<file path="src/verilog/latch_loader_params.svh">
// Offsets, field positions, reset values and timing counts of the serial latch loader
// ==========================================================================
// Behaviour
// Shift serial data on serial clock rise
// MSB first; last two bits select latch
// Load strobe rise copies word to latch
// Chip enable low: power down, pump three-stated
// Chip enable high: obey programmed power-down bits (code obeys only PD_A_BIT, bit 20; PD_B_BIT is unused)
// Monitor output drives selected internal signal
// 00 control, 01 R, 10 N, 11 test
// Host never writes the test latch
// Host writes R, control, then N
// Keep last 24 bits; latches change on strobe
`ifndef LATCH_LOADER_PARAMS_SVH
`define LATCH_LOADER_PARAMS_SVH

// ==========================================================================
// Serial word layout
`define WORD_BITS        24
`define SEL_LSB          0
`define MUX_LSB          5
`define PUMP_OFF_BIT     9
`define PD_A_BIT         20
`define PD_B_BIT         21

// ==========================================================================
// Register byte offsets
`define OFF_STATUS       8'h00
`define OFF_MASK         8'h04
`define OFF_CTRL_LATCH   8'h08
`define OFF_R_LATCH      8'h0C
`define OFF_N_LATCH      8'h10
`define OFF_TEST_LATCH   8'h14
`define OFF_SHIFT        8'h18
`define OFF_STATE        8'h1C

// ==========================================================================
// Reset values and bus answers
`define LATCH_RESET      24'h00_0000
`define EVENT_BITS       5
`define RESP_OKAY        2'h0
`define RESP_SLVERR      2'h2

// ==========================================================================
// Pin synchroniser depth
`define SYNC_STAGES      3

`endif

</file>
<file path="src/verilog/latch_loader_pkg.sv">
// Types shared by the serial latch loader
package latch_loader_pkg;

  // Destination latch picked by the two low word bits
  typedef enum logic [1:0] {
    SEL_CONTROL = 2'b00,
    SEL_R_COUNT = 2'b01,
    SEL_N_COUNT = 2'b10,
    SEL_TEST    = 2'b11
  } latch_sel_t;

  // Monitor output source
  typedef enum logic [2:0] {
    MON_LOW      = 3'b000,
    MON_LOCK     = 3'b001,
    MON_RF_SCALE = 3'b010,
    MON_REF_SCALE= 3'b011,
    MON_HIGH     = 3'b111
  } mon_src_t;

  // One serial word
  typedef logic [23:0] word_t;

endpackage

</file>
<file path="src/verilog/latch_loader.sv">
// Three-wire serial latch loader with AXI4-Lite register access
//
// The AXI4-Lite slave port and the register offsets were decided locally.
`include "latch_loader_params.svh"

module latch_loader (
  // Clock and reset
  input  wire logic        aclk,
  input  wire logic        aresetn,
  // Serial programming pins
  input  wire logic        serial_clk,
  input  wire logic        serial_data,
  input  wire logic        load_strobe,
  input  wire logic        chip_enable,
  // Internal signals for the monitor and charge pump outputs
  input  wire logic        reference_clock_in,
  input  wire logic        rf_scaled_in,
  input  wire logic        lock_detect_in,
  input  wire logic        pump_drive_in,
  // Device pins
  output logic             mux_monitor_out,
  output logic             charge_pump_out,
  output logic             charge_pump_oe,
  output logic             powered_up,
  // AXI4-Lite write address
  input  wire logic [7:0]  s_axi_awaddr,
  input  wire logic        s_axi_awvalid,
  output logic             s_axi_awready,
  // AXI4-Lite write data
  input  wire logic [31:0] s_axi_wdata,
  input  wire logic [3:0]  s_axi_wstrb,
  input  wire logic        s_axi_wvalid,
  output logic             s_axi_wready,
  // AXI4-Lite write response
  output logic [1:0]       s_axi_bresp,
  output logic             s_axi_bvalid,
  input  wire logic        s_axi_bready,
  // AXI4-Lite read address
  input  wire logic [7:0]  s_axi_araddr,
  input  wire logic        s_axi_arvalid,
  output logic             s_axi_arready,
  // AXI4-Lite read data
  output logic [31:0]      s_axi_rdata,
  output logic [1:0]       s_axi_rresp,
  output logic             s_axi_rvalid,
  input  wire logic        s_axi_rready,
  // Interrupt
  output logic             irq
);

  // ==========================================================================
  // Helper functions

  // Byte-lane merge of a write into a stored word
  function automatic logic [31:0] lane_merge(input logic [31:0] old_v,
                                             input logic [31:0] new_v,
                                             input logic [3:0]  strb);
    logic [31:0] res;
    res = old_v;
    for (int i = 0; i < 4; i++) begin
      if (strb[i]) begin
        res[i*8 +: 8] = new_v[i*8 +: 8];
      end
    end
    return res;
  endfunction

  // Address is one of the mapped words
  function automatic logic addr_mapped(input logic [7:0] a);
    return (a[1:0] == 2'b00) && (a <= `OFF_STATE);
  endfunction

  // ==========================================================================
  // Pin synchronisers

  logic [6:0] pins_lvl;    // Filtered pin levels
  logic       sclk_s;      // Serial clock level
  logic       sdata_s;     // Serial data level
  logic       strobe_s;    // Load strobe level
  logic       ce_s;        // Chip enable level
  logic       ref_s;       // Reference level
  logic       rf_s;        // Scaled RF level
  logic       lock_s;      // Lock detect level

  pin_sync #(
    .WIDTH (7)
  ) u_pins (
    .aclk      (aclk),
    .aresetn   (aresetn),
    .pin_in    ({lock_detect_in, rf_scaled_in, reference_clock_in, chip_enable,
                 load_strobe, serial_data, serial_clk}),
    .level_out (pins_lvl)
  );

  assign {lock_s, rf_s, ref_s, ce_s, strobe_s, sdata_s, sclk_s} = pins_lvl;

  // ==========================================================================
  // Edge detection

  logic sclk_d_r;      // Serial clock, one cycle late
  logic strobe_d_r;    // Load strobe, one cycle late
  logic sclk_rise;     // Serial clock rising
  logic strobe_rise;   // Load strobe rising

  assign sclk_rise   = sclk_s & ~sclk_d_r;
  assign strobe_rise = strobe_s & ~strobe_d_r;

  // Previous levels for edge finding
  always_ff @(posedge aclk) begin
    if (!aresetn) begin
      sclk_d_r   <= 1'b0;
      strobe_d_r <= 1'b0;
    end else begin
      sclk_d_r   <= sclk_s;
      strobe_d_r <= strobe_s;
    end
  end

  // ==========================================================================
  // Shift register and latches

  latch_loader_pkg::word_t      shift_r;      // Input shift register
  latch_loader_pkg::word_t      ctrl_latch_r; // Control latch
  latch_loader_pkg::word_t      r_latch_r;    // R counter latch
  latch_loader_pkg::word_t      n_latch_r;    // N counter latch
  latch_loader_pkg::word_t      test_latch_r; // Test modes latch
  latch_loader_pkg::latch_sel_t sel;          // Destination of next load

  assign sel = latch_loader_pkg::latch_sel_t'(shift_r[`SEL_LSB +: 2]);

  // Shift on serial clock rise, oldest bit falls off the top
  always_ff @(posedge aclk) begin
    if (!aresetn) begin
      shift_r <= `LATCH_RESET;
    end else if (sclk_rise) begin
      shift_r <= {shift_r[`WORD_BITS-2:0], sdata_s};
    end
  end

  // Copy into the selected latch only on strobe rise
  always_ff @(posedge aclk) begin
    if (!aresetn) begin
      ctrl_latch_r <= `LATCH_RESET;
      r_latch_r    <= `LATCH_RESET;
      n_latch_r    <= `LATCH_RESET;
      test_latch_r <= `LATCH_RESET;
    end else if (strobe_rise) begin
      unique case (sel)
        latch_loader_pkg::SEL_CONTROL: ctrl_latch_r <= shift_r;
        latch_loader_pkg::SEL_R_COUNT: r_latch_r    <= shift_r;
        latch_loader_pkg::SEL_N_COUNT: n_latch_r    <= shift_r;
        latch_loader_pkg::SEL_TEST:    test_latch_r <= shift_r;
      endcase
    end
  end

  // ==========================================================================
  // Power and charge pump

  logic soft_pd;      // Programmed power-down request
  logic pump_off;     // Programmed pump three-state
  logic powered_nxt;  // Device running

  assign soft_pd     = ctrl_latch_r[`PD_A_BIT];
  assign pump_off    = ctrl_latch_r[`PUMP_OFF_BIT];
  assign powered_nxt = ce_s & ~soft_pd;

  // Power state and pump drive, all from flops
  always_ff @(posedge aclk) begin
    if (!aresetn) begin
      powered_up      <= 1'b0;
      charge_pump_oe  <= 1'b0;
      charge_pump_out <= 1'b0;
    end else begin
      powered_up      <= powered_nxt;
      charge_pump_oe  <= powered_nxt & ~pump_off;
      charge_pump_out <= powered_nxt & pump_drive_in;
    end
  end

  // ==========================================================================
  // Monitor output multiplexer

  latch_loader_pkg::mon_src_t mon_src; // Programmed source
  logic                       mon_nxt; // Selected level

  assign mon_src = latch_loader_pkg::mon_src_t'(ctrl_latch_r[`MUX_LSB +: 3]);
  assign mon_nxt = (mon_src == latch_loader_pkg::MON_LOCK)      ? lock_s :
                   (mon_src == latch_loader_pkg::MON_RF_SCALE)  ? rf_s   :
                   (mon_src == latch_loader_pkg::MON_REF_SCALE) ? ref_s  :
                   (mon_src == latch_loader_pkg::MON_HIGH);

  // Registered monitor pin, held low while powered down
  always_ff @(posedge aclk) begin
    if (!aresetn) begin
      mux_monitor_out <= 1'b0;
    end else begin
      mux_monitor_out <= powered_nxt & mon_nxt;
    end
  end

  // ==========================================================================
  // Event status and interrupt

  logic [`EVENT_BITS-1:0] status_r;   // Sticky events
  logic [`EVENT_BITS-1:0] mask_r;     // Interrupt enables
  logic [`EVENT_BITS-1:0] ev_set;     // Events this cycle
  logic [`EVENT_BITS-1:0] ev_clr;     // Write-one clears this cycle
  logic                   ce_d_r;     // Chip enable, one cycle late
  logic                   do_write;   // Register write fires
  logic [7:0]             wr_addr_r;  // Held write address
  logic [31:0]            wr_data_r;  // Held write data
  logic [3:0]             wr_strb_r;  // Held write strobes

  // Bits 0..3 latch loads, bit 4 chip enable change
  assign ev_set = {ce_s ^ ce_d_r,
                   strobe_rise && sel == latch_loader_pkg::SEL_TEST,
                   strobe_rise && sel == latch_loader_pkg::SEL_N_COUNT,
                   strobe_rise && sel == latch_loader_pkg::SEL_R_COUNT,
                   strobe_rise && sel == latch_loader_pkg::SEL_CONTROL};
  assign ev_clr = (do_write && wr_addr_r == `OFF_STATUS && wr_strb_r[0])
                  ? wr_data_r[`EVENT_BITS-1:0] : '0;

  // Set wins over clear
  always_ff @(posedge aclk) begin
    if (!aresetn) begin
      status_r <= '0;
      ce_d_r   <= 1'b0;
      irq      <= 1'b0;
    end else begin
      status_r <= (status_r & ~ev_clr) | ev_set;
      ce_d_r   <= ce_s;
      irq      <= |(status_r & mask_r);
    end
  end

  // ==========================================================================
  // AXI4-Lite write side

  logic aw_held_r;  // Address captured
  logic w_held_r;   // Data captured

  assign s_axi_awready = ~aw_held_r & ~s_axi_bvalid;
  assign s_axi_wready  = ~w_held_r & ~s_axi_bvalid;
  assign do_write      = aw_held_r & w_held_r & ~s_axi_bvalid;

  // Capture address and data in either order, answer once both are in
  always_ff @(posedge aclk) begin
    if (!aresetn) begin
      aw_held_r    <= 1'b0;
      w_held_r     <= 1'b0;
      wr_addr_r    <= 8'h00;
      wr_data_r    <= 32'h0000_0000;
      wr_strb_r    <= 4'h0;
      s_axi_bvalid <= 1'b0;
      s_axi_bresp  <= `RESP_OKAY;
    end else begin
      if (s_axi_awvalid && s_axi_awready) begin
        aw_held_r <= 1'b1;
        wr_addr_r <= s_axi_awaddr;
      end
      if (s_axi_wvalid && s_axi_wready) begin
        w_held_r  <= 1'b1;
        wr_data_r <= s_axi_wdata;
        wr_strb_r <= s_axi_wstrb;
      end
      if (do_write) begin
        aw_held_r    <= 1'b0;
        w_held_r     <= 1'b0;
        s_axi_bvalid <= 1'b1;
        s_axi_bresp  <= addr_mapped(wr_addr_r) ? `RESP_OKAY : `RESP_SLVERR;
      end else if (s_axi_bvalid && s_axi_bready) begin
        s_axi_bvalid <= 1'b0;
      end
    end
  end

  logic [31:0] mask_merged;  // Mask word after lane merge

  assign mask_merged = lane_merge({27'h0, mask_r}, wr_data_r, wr_strb_r);

  // Mask register, byte lanes honoured
  always_ff @(posedge aclk) begin
    if (!aresetn) begin
      mask_r <= '0;
    end else if (do_write && wr_addr_r == `OFF_MASK) begin
      mask_r <= mask_merged[`EVENT_BITS-1:0];
    end
  end

  // ==========================================================================
  // AXI4-Lite read side

  logic [31:0] rd_word;  // Decoded read value

  assign s_axi_arready = ~s_axi_rvalid;
  assign rd_word =
    (s_axi_araddr == `OFF_STATUS)     ? {27'h0, status_r}     :
    (s_axi_araddr == `OFF_MASK)       ? {27'h0, mask_r}       :
    (s_axi_araddr == `OFF_CTRL_LATCH) ? {8'h00, ctrl_latch_r} :
    (s_axi_araddr == `OFF_R_LATCH)    ? {8'h00, r_latch_r}    :
    (s_axi_araddr == `OFF_N_LATCH)    ? {8'h00, n_latch_r}    :
    (s_axi_araddr == `OFF_TEST_LATCH) ? {8'h00, test_latch_r} :
    (s_axi_araddr == `OFF_SHIFT)      ? {8'h00, shift_r}      :
    (s_axi_araddr == `OFF_STATE)      ? {29'h0, charge_pump_oe, ce_s, powered_up} :
                                        32'h0000_0000;

  // One read at a time, data registered
  always_ff @(posedge aclk) begin
    if (!aresetn) begin
      s_axi_rvalid <= 1'b0;
      s_axi_rdata  <= 32'h0000_0000;
      s_axi_rresp  <= `RESP_OKAY;
    end else if (s_axi_arvalid && s_axi_arready) begin
      s_axi_rvalid <= 1'b1;
      s_axi_rdata  <= rd_word;
      s_axi_rresp  <= addr_mapped(s_axi_araddr) ? `RESP_OKAY : `RESP_SLVERR;
    end else if (s_axi_rvalid && s_axi_rready) begin
      s_axi_rvalid <= 1'b0;
    end
  end

endmodule

</file>
<file path="src/verilog/pin_sync.sv">
// Three-stage pin synchroniser with agreement filter
module pin_sync #(
  parameter int WIDTH = 1
) (
  // Clock and reset
  input  wire logic             aclk,
  input  wire logic             aresetn,
  // Raw pins and filtered levels
  input  wire logic [WIDTH-1:0] pin_in,
  output logic      [WIDTH-1:0] level_out
);

  logic [WIDTH-1:0] st1_r;   // First stage, read only by second
  logic [WIDTH-1:0] st2_r;   // Second stage
  logic [WIDTH-1:0] st3_r;   // Third stage
  logic [WIDTH-1:0] agree;   // Stages two and three match

  assign agree = ~(st2_r ^ st3_r);

  // Chain and filtered level update
  always_ff @(posedge aclk) begin
    if (!aresetn) begin
      st1_r     <= '0;
      st2_r     <= '0;
      st3_r     <= '0;
      level_out <= '0;
    end else begin
      st1_r     <= pin_in;
      st2_r     <= st1_r;
      st3_r     <= st2_r;
      // Take a change only once two stages agree
      level_out <= (agree & st3_r) | (~agree & level_out);
    end
  end

endmodule

</file>
<file path="config.mk">
export PLATFORM = sky130hd
export DESIGN_NAME = latch_loader
export DESIGN_NICKNAME = d
export VERILOG_FILES = /design/src/verilog/latch_loader_pkg.sv /design/src/verilog/latch_loader.sv /design/src/verilog/pin_sync.sv
export VERILOG_INCLUDE_DIRS = /design/src /design/src/verilog
export SDC_FILE = /design/constraint.sdc
export NUM_CORES = 1
export LEC_CHECK = 0
export BUFFER_PORTS_ARGS = -buffer_cell sky130_fd_sc_hd__buf_4
export CELL_PAD_IN_SITES_DETAIL_PLACEMENT = 2
export CELL_PAD_IN_SITES_GLOBAL_PLACEMENT = 2
export CORE_UTILIZATION = 38
export CTS_BUF_LIST = sky130_fd_sc_hd__clkbuf_4
export DETAILED_ROUTE_END_ITERATION = 12
export PLACE_DENSITY_LB_ADDON = 0.05
export SLEW_MARGIN = 20
export SYNTH_ARGS = -nofsm -noshare
export SYNTH_HDL_FRONTEND = slang
export SYNTH_HIERARCHICAL = 1
export SYNTH_SLANG_ARGS = --single-unit
</file>
<file path="constraint.sdc">
create_clock -name aclk -period 4.95 [get_ports aclk]
set_clock_uncertainty 0.2 [all_clocks]
set_input_delay 0.7425 -clock aclk [delete_from_list [all_inputs] [get_ports aclk]]
set_output_delay 0.7425 -clock aclk [all_outputs]
set_load 0.02 [all_outputs]
</file>
==> flow_summary.json, run 1 <==
{
  "grt_pass1_wl_mm": 45.8,
  "yosys.area.top_type": "dfxtp_1",
  "clk_pin_slew_ns": 0.06,
  "place_hpwl_mm": 16.8,
  "status": "finished with violations",
  "drt-total-wl_mm": 28.4,
  "min_period_ns": 2.70,
  "yosysMostFrequentCell": "nand2_1",
  "cts_tree": "done",
  "violations": "DRC",
  "synth-edff-count": 0,
  "drv_slew": 0,
  "holdPathStages": 2,
  "drtPass1Iterations": 9,
  "grt_overflow": 0,
  "fin_crit_sh": 0.545,
  "p_leak_nw": 3.71,
  "path_class": "primary input to register",
  "drive_gt1_frac": 0.160,
  "cp-start-kind": "primary input",
  "holdBufCountCts": 0,
  "slew_headroom": 0.241,
  "wire_per_inst_microns": 20.1,
  "fmax_ghz": 0.371,
  "postCtsSetupBuffers": 0,
  "grt_start_max_net_pins": 70,
  "synthTopCellsByArea": "dfxtp_1 (49%), nand2_1 (11%), a21oi_1 (9.5%), mux2i_1 (3.4%), clkbuf_1 (2.5%)",
  "ys.warnings.count": 6,
  "min_from": "serial_clk",
  "holdWs_ns": 0.0707,
  "die-width_microns": 152,
  "synth_ff_type": "dfxtp_1",
  "netlist_instances": 1034,
  "drt-initial-drc-count": 319,
  "setup_viol": 0,
  "fin_setup_tns_ns": 0,
  "grt_pass1_vias": 8367,
  "hold_violations": 0,
  "yosysTopAreaCellShare": 0.492,
  "vdd_drop_max_v": 0.000150,
  "required_ns": 5.32,
  "synthArstFlopShare": 0,
  "clockBufferDepth": 3,
  "synth.distinct_cells": 56,
  "reg2reg_depth": 3,
  "cts_buffers": 58,
  "synth_area_sq_um": 8550,
  "r2r_end": "ctrl_latch_r[0]",
  "rrSetupSlack_ns": 2.49,
  "clk_latency_ns": 0.68,
  "worstPathMaxFanout": 44,
  "io-pin-count": 113,
  "initial_core_util": 0.389,
  "dieArea_sq_um": 23100,
  "hp-class": "primary input to register",
  "die-height_microns": 152,
  "vias": 7764,
  "syn_to_final_growth_pct": 15.3,
  "rsz0062_at_grt": "false",
  "gp_congestion": 0.710,
  "postRouteAntennaNets": 0,
  "crit_arrival_ns": 3.06,
  "cp-end-kind": "register",
  "antenna_found_initial": 1,
  "root_buffer": "clkbuf_4",
  "rows": 54,
  "viasPerCell": 5.48,
  "grt_usage": 0.251,
  "powerDensity_nw_per_um2": 352,
  "portBuffers": 72,
  "synth_common_cells": "nand2_1 (260), dfxtp_1 (210), a21oi_1 (162), clkbuf_1 (57), nor2_1 (35)",
  "yosysSeqAreaShare": 0.492,
  "fin_nets": 1167,
  "worst_pin_slew_ns": 1.14,
  "drc": 10,
  "cts_sinks": 210,
  "avgSynthCellArea_sq_um": 8.27,
  "ys_ff_latch": 210,
  "maxCapViolCount": 0,
  "hold-path-endpoint": "u_pins/st1_r[0]",
  "ctsHtreeMaxLevel": 2,
  "cts_resized": 0,
  "core_sq_um": 22000
}
-- worst max path at each step --
stage / start / end / cells after the start
2_1_floorplan: s_axi_araddr[3] / s_axi_rdata[14] / 6
6_report: s_axi_araddr[2] / s_axi_rdata[18] / 6
3_3_place_gp: s_axi_araddr[2] / s_axi_rdata[10] / 6
5_1_grt: s_axi_araddr[2] / s_axi_rdata[18] / 6
3_5_place_dp: s_axi_araddr[2] / s_axi_rdata[18] / 6
4_1_cts: s_axi_araddr[2] / s_axi_rdata[18] / 6
-- where the power goes --
group	switching (mW)	leakage, nW	internal, mW
Sequential	0.0155	1.70	1.71
Combinational	0.134	1.59	0.0664
Clock	0.723	0.422	0.816
Total	0.873	3.71	2.59
-- per-stage QoR --
| stage | cell area [sq um] | std cells | setup slack [ns] | util | power [mW] |
|---|---|---|---|---|---|
| floorplan | 8590 | 1043 | 2.68 | - | 1.89 |
| global placement | 9160 | 1320 | 1.62 | 0.417 | 1.96 |
| detailed placement | 9160 | 1320 | 1.58 | 0.417 | 1.96 |
| CTS | 9850 | 1415 | 2.30 | 0.449 | 3.52 |
| global route | 9860 | 1416 | 2.21 | 0.449 | 3.62 |
| finish | 9860 | 1416 | 2.25 | 0.449 | 3.47 |
-- cell type report --
type                            count  area, sq um
Sequential cell                   210         4200
Clock inverter                     11         67.6
Clock buffer                       84          631
Antenna cell                        1         2.50
Multi-Input combinational cell    730         3900
Tap cell                          280          350
Timing Repair Buffer               87          653
Fill cell                        2523        12100
Inverter                           13         51.3
-- cell families (layout without fill, tap and decap cells) --
family | after synthesis | after routing | share of synthesized area
xor gates and xnor gates | 1 | 1 | 0.00102
AOI/OAI and AO/OA | 280 | 280 | 0.197
buffers and inverters | 103 | 195 | 0.0579
and+or+nand+nor | 409 | 409 | 0.217
DFF | 210 | 210 | 0.492
muxes | 30 | 30 | 0.0353
other | 1 | 11 | 0.000438
-- flip-flops by register name, indices dropped and copies added, names as in the netlist, 5 cells and up, named ones only --
signal and count:
wr_addr_r 8, r_latch_r 24, wr_data_r 5, ctrl_latch_r 24, status_r 5, test_latch_r 24, u_pins/st1_r 7, n_latch_r 24
mask_r 5, u_pins/st3_r 7, shift_r 24, s_axi_rdata 24, u_pins/st2_r 7
-- worst max-delay path: stages --
cell and delay [ns]:
buf_4 0.54, or4b_1 0.76, buf_4 0.33, nor2_8 0.10, a221o_1 0.33, a22o_1 0.21
-- routing by layer --
layer	up-vias	GRT usage	share of wire
met4	0	0.0729	0.014
met5	-	0	0
met2	150	0.449	0.51
li1	3689	-	-
met1	3885	0.310	0.44
met3	40	0.0388	0.036
-- cells in the final DEF, fill, tap and decap left out, types with 10 or more instances in the layout --
master,n
nand2_1,260
dfxtp_1,210
a21oi_1,162
buf_4,87
clkbuf_4,84
nor2_1,35
and2_1,30
mux2i_1,29
nand2b_1,28
a221o_1,21
o21ai_0,20
o21ai_1,19
a22o_1,19
nor4_1,19
inv_1,12
conb_1,10
(Power assumes the default switching activity.)
==> run 2, diff against run 1 <==
- CORE_UTILIZATION: 38 -> 32
- clock period: 4.95 -> 2.3 ns (I/O delays scaled with it)
==> flow_summary.json, run 2 (same netlist as run 1, synthesis figures left out) <==
{
  "grt_usage": 0.221,
  "wire_per_inst_microns": 19.2,
  "dieArea_sq_um": 27400,
  "drive_gt1_frac": 0.176,
  "clockBufferDepth": 3,
  "drtPass1Iterations": 8,
  "clk_pin_slew_ns": 0.07,
  "cts_sinks": 210,
  "final_common_cell": "nand2_1",
  "powerDensity_nw_per_um2": 723,
  "path_class": "primary input to register",
  "status": "finished with violations",
  "worstPathMaxFanout": 4,
  "fillers": 3022,
  "path_cells": "dlygate4sd3_1 > buf_4 > or4_1 > nor3_4 > dlygate4sd3_1 > nand2_1 > a21boi_0",
  "setup_viol": 0,
  "cts_tree": "done",
  "cp-start-kind": "primary input",
  "antenna_found_initial": 1,
  "die-height_microns": 165,
  "grt_pass1_vias": 8362,
  "cp_common_cell": "dlygate4sd3_1",
  "viasPerCell": 5.14,
  "hp-class": "primary input to register",
  "fin_setup_tns_ns": 0,
  "drt-total-wl_mm": 29.6,
  "root_buffer": "clkbuf_4",
  "postRouteAntennaNets": 0,
  "ctsHtreeMaxLevel": 2,
  "power_mw": 7.72,
  "worst_pin_slew_ns": 0.650,
  "portBuffers": 72,
  "place_hpwl_mm": 17.9,
  "vdd_drop_max_v": 0.000309,
  "die-width_microns": 165,
  "vias": 7940,
  "final_cell_mix": "nand2_1 (260), dfxtp_1 (210), a21oi_1 (162), buf_4 (104), clkbuf_4 (90)",
  "maxCapViolCount": 0,
  "required_ns": 2.70,
  "p_leak_nw": 4.05,
  "rows": 59,
  "postCtsSetupBuffers": 0,
  "drt-initial-drc-count": 314,
  "grt_start_max_net_pins": 65,
  "io-pin-count": 113,
  "cp_num_buf_inv": 3,
  "min_period_ns": 2.20,
  "slowest_delay_ns": 0.61,
  "drc": 3,
  "grt_overflow": 0,
  "crit_arrival_ns": 2.61,
  "cp-end-kind": "register",
  "hold_violations": 0,
  "core_sq_um": 26100,
  "gp_congestion": 0.739,
  "fmax_ghz": 0.454,
  "rsz0062_at_grt": "false",
  "fin_nets": 1234,
  "grt_pass1_wl_mm": 46.0,
  "initial_core_util": 0.327,
  "violations": "DRC",
  "slew_headroom": 0.567,
  "cts_buffers": 60,
  "syn_to_final_growth_pct": 24.8,
  "clk_latency_ns": 0.69,
  "fin_crit_sh": 0.957,
  "drv_slew": 0,
  "slowest_stage": "dlygate4sd3_1",
  "critical-path-top-delay-family": "buffers and inverters"
}
[run 2: routing by layer]
metal / GRT usage / wire length [microns] / up-vias
met1: 0.271 / 13300 / 3944
met2: 0.395 / 14700 / 139
met3: 0.0385 / 1080 / 44
li1: - / - / 3813
met4: 0.0612 / 521 / 0
met5: 0 / 0 / -
[run 2: timing repair]
item	4_1_cts	5_1_grt
gates resized for setup	0	1
hold endpoints to repair	40	0
hold buffers	40	0
setup endpoints to repair	0	1
[run 2: power breakdown]
| part | internal (mW) | total [mW] | switching, mW |
|---|---|---|---|
| clock | 1.87 | 3.48 | 1.61 |
| sequential | 3.68 | 3.71 | 0.0323 |
| combinational | 0.213 | 0.526 | 0.313 |
| total | 5.76 | 7.72 | 1.96 |
[run 2: cell type report]
cell class | instances | area (sq um) | area share
multi-input combinational | 730 | 3910 | 0.366
clock inverter | 12 | 72.6 | 0.00680
clock buffer | 90 | 676 | 0.0633
sequential | 210 | 4200 | 0.394
antenna | 2 | 5.00 | 0.000469
timing repair buffer | 152 | 1340 | 0.126
inverter | 13 | 51.3 | 0.00481
tap | 335 | 419 | 0.0393
[run 2: worst paths after layout]
path	start	to	slack [ns]	depth (start not counted)
worst max-delay path	s_axi_araddr[5]	s_axi_rdata[3]	0.1	7
worst min-delay path	s_axi_araddr[3]	s_axi_rdata[3]	0.07	5
worst max register to register	s_axi_bvalid	wr_addr_r[5]	0.28	5
worst min register to register	u_pins/st1_r[2]	u_pins/st2_r[2]	0.23	1
[run 2: metrics by stage]
step | setup WS (ns) | cells | cell area, sq um | hold slack, ns | utilization
after CTS | 0.111 | 1542 | 10700 | 0.00525 | 0.408
after global routing | 0.0455 | 1544 | 10700 | 0.0479 | 0.409
after global placement | 0.187 | 1400 | 9520 | 0.214 | 0.364
after detailed placement | 0.163 | 1400 | 9520 | 0.221 | 0.364
after floorplan | 0.426 | 1043 | 8590 | 0.212 | -
final | 0.0981 | 1544 | 10700 | 0.0678 | 0.409
[run 2: worst register-to-register path, delay by kind of cell (launching register included)]
family	cells	cell delay, ns
AND/OR/NAND/NOR	3	0.64
buffers and inverters	1	0.59
flip-flops	1	0.35
AO/OA/AOI/OAI	1	0.16
==> run 3, diff against run 2 <==
--- a/config.mk
+++ b/config.mk
@@ -15,2 +15,3 @@
 export PLACE_DENSITY_LB_ADDON = 0.05
+export REMOVE_ABC_BUFFERS = 1
 export SLEW_MARGIN = 20
==> constraint.sdc (replaced) <==
create_clock -name aclk -period 2.3 [get_ports aclk]
set_clock_uncertainty 0.2 [all_clocks]
set_input_delay 0.46 -clock aclk [delete_from_list [all_inputs] [get_ports aclk]]
set_output_delay 0.46 -clock aclk [all_outputs]
set_load 0.02 [all_outputs]
==> flow_summary.json, run 3 (same netlist as run 1, synthesis figures left out) <==
{
  "power.net_switching_mw": 1.91,
  "cp-start-kind": "register",
  "cts_tree": "done",
  "holdPathStages": 4,
  "viasPerCell": 5.13,
  "portBuffers": 72,
  "drv_slew": 0,
  "switching_share": 0.253,
  "core_sq_um": 26100,
  "rrSetupSlack_ns": 0.46,
  "p_comb_frac": 0.069,
  "grt_pass1_vias": 8516,
  "drtPass1Iterations": 8,
  "grt_usage": 0.226,
  "stdcell_area_sq_um": 10600,
  "hold-path-endpoint": "s_axi_rdata[1]",
  "postRouteAntennaNets": 0,
  "maxCapViolCount": 0,
  "clockBufferDepth": 3,
  "rsz0062_at_grt": "false",
  "vias": 7867,
  "min_from": "s_axi_araddr[1]",
  "grt_overflow": 0,
  "instances_no_fill": 1534,
  "fin_nets": 1233,
  "cp-end-kind": "output pin",
  "cts_sinks": 210,
  "drc": 10,
  "vdd_drop_max_v": 0.000274,
  "worst_pin_slew_ns": 0.684,
  "cts_resized": 0,
  "reg2reg_depth": 5,
  "power_mw": 7.54,
  "grt_pass1_wl_mm": 47.1,
  "io-pin-count": 113,
  "cts_buffers": 60,
  "final_util": 0.406,
  "hold_violations": 0,
  "syn_to_final_growth_pct": 24.0,
  "grt_start_max_net_pins": 86,
  "setup_viol": 0,
  "crit_arrival_ns": 1.34,
  "pre_cts_ws_ns": 0.0210,
  "final_cell_mix": "nand2_1 (260), dfxtp_1 (210), a21oi_1 (162), buf_4 (114), clkbuf_4 (90)",
  "drive_gt1_frac": 0.186,
  "gp_congestion": 0.715,
  "ctsHtreeMaxLevel": 2,
  "min_period_ns": 2.00,
  "holdWs_ns": 0.0456,
  "p_leak_nw": 4.05,
  "initial_core_util": 0.327,
  "place_area_sq_um": 9650,
  "place_hpwl_mm": 19.0,
  "powerDensity_nw_per_um2": 711,
  "drt-initial-drc-count": 282,
  "status": "finished with violations",
  "worstPathMaxFanout": 6,
  "required_ns": 1.64,
  "final_common_cell": "nand2_1",
  "seqPwrFrac": 0.493,
  "rows": 59,
  "die-height_microns": 165,
  "dieArea_sq_um": 27400,
  "clkPwrFrac": 0.438,
  "antenna_found_initial": 1,
  "violations": "DRC",
  "hp-class": "primary input to register",
  "die-width_microns": 165,
  "fmax_ghz": 0.500,
  "path_class": "register to output pin",
  "fin_crit_sh": 0.869,
  "timing.final.ws_setup_ns": 0.301,
  "fin_setup_tns_ns": 0,
  "clk_latency_ns": 0.68,
  "r2r_end": "status_r[0]",
  "wire_per_inst_microns": 19.4,
  "clk_pin_slew_ns": 0.06,
  "drt-total-wl_mm": 29.8,
  "intPower_mw": 5.63,
  "root_buffer": "clkbuf_4",
  "slew_headroom": 0.544,
  "dp_cells": 1413
}
==> run 3: power groups by stage <==
stage	combinational (mW)	clock, mW	sequential [mW]
6_report	0.521	3.30	3.71
5_1_grt	0.565	3.63	3.72
4_1_cts	0.524	3.45	3.71
3_5_place_dp	0.489	0	3.79
3_3_place_gp	0.483	0	3.79
2_1_floorplan	0.210	0	3.79
==> run 3: worst max-delay path: stages (launching register included) <==
cell and delay, ns:
dfxtp_1 0.35, nor2_1 0.16, buf_4 0.17
==> run 3: how the worst max path moves through the flow <==
stage | from | end | slack, ns | depth (start not counted)
floorplan | aresetn | s_axi_rdata[10] | -1.77 | 3
CTS | s_axi_bvalid | s_axi_awready | 0.23 | 2
detailed placement | s_axi_araddr[1] | s_axi_rdata[1] | 0.02 | 7
global placement | s_axi_araddr[1] | s_axi_rdata[1] | 0.04 | 7
finish | s_axi_bvalid | s_axi_awready | 0.30 | 2
global route | s_axi_bvalid | s_axi_awready | 0.18 | 2
==> run 3: layout make-up <==
type | instances | area, sq um
Clock inverter | 4 | 15.0
Timing Repair Buffer | 151 | 1340
Fill cell | 2999 | 15500
Tap cell | 335 | 419
Clock buffer | 90 | 676
Sequential cell | 210 | 4200
Multi-Input combinational cell | 730 | 3900
Antenna cell | 1 | 2.50
Inverter | 13 | 51.3
==> run 3: what timing repair did <==
item / CTS / global route
endpoints found under the setup margin: 0 / 0
endpoints found under the hold margin: 31 / 0
buffers inserted: 0 / 0
hold buffers: 26 / 0
==> run 3: per-layer routing <==
| layer | wire (microns) | track usage |
|---|---|---|
| met3 | 1090 | 0.0372 |
| met4 | 504 | 0.0661 |
| met5 | 0 | 0 |
| met1 | 13600 | 0.285 |
| met2 | 14600 | 0.394 |
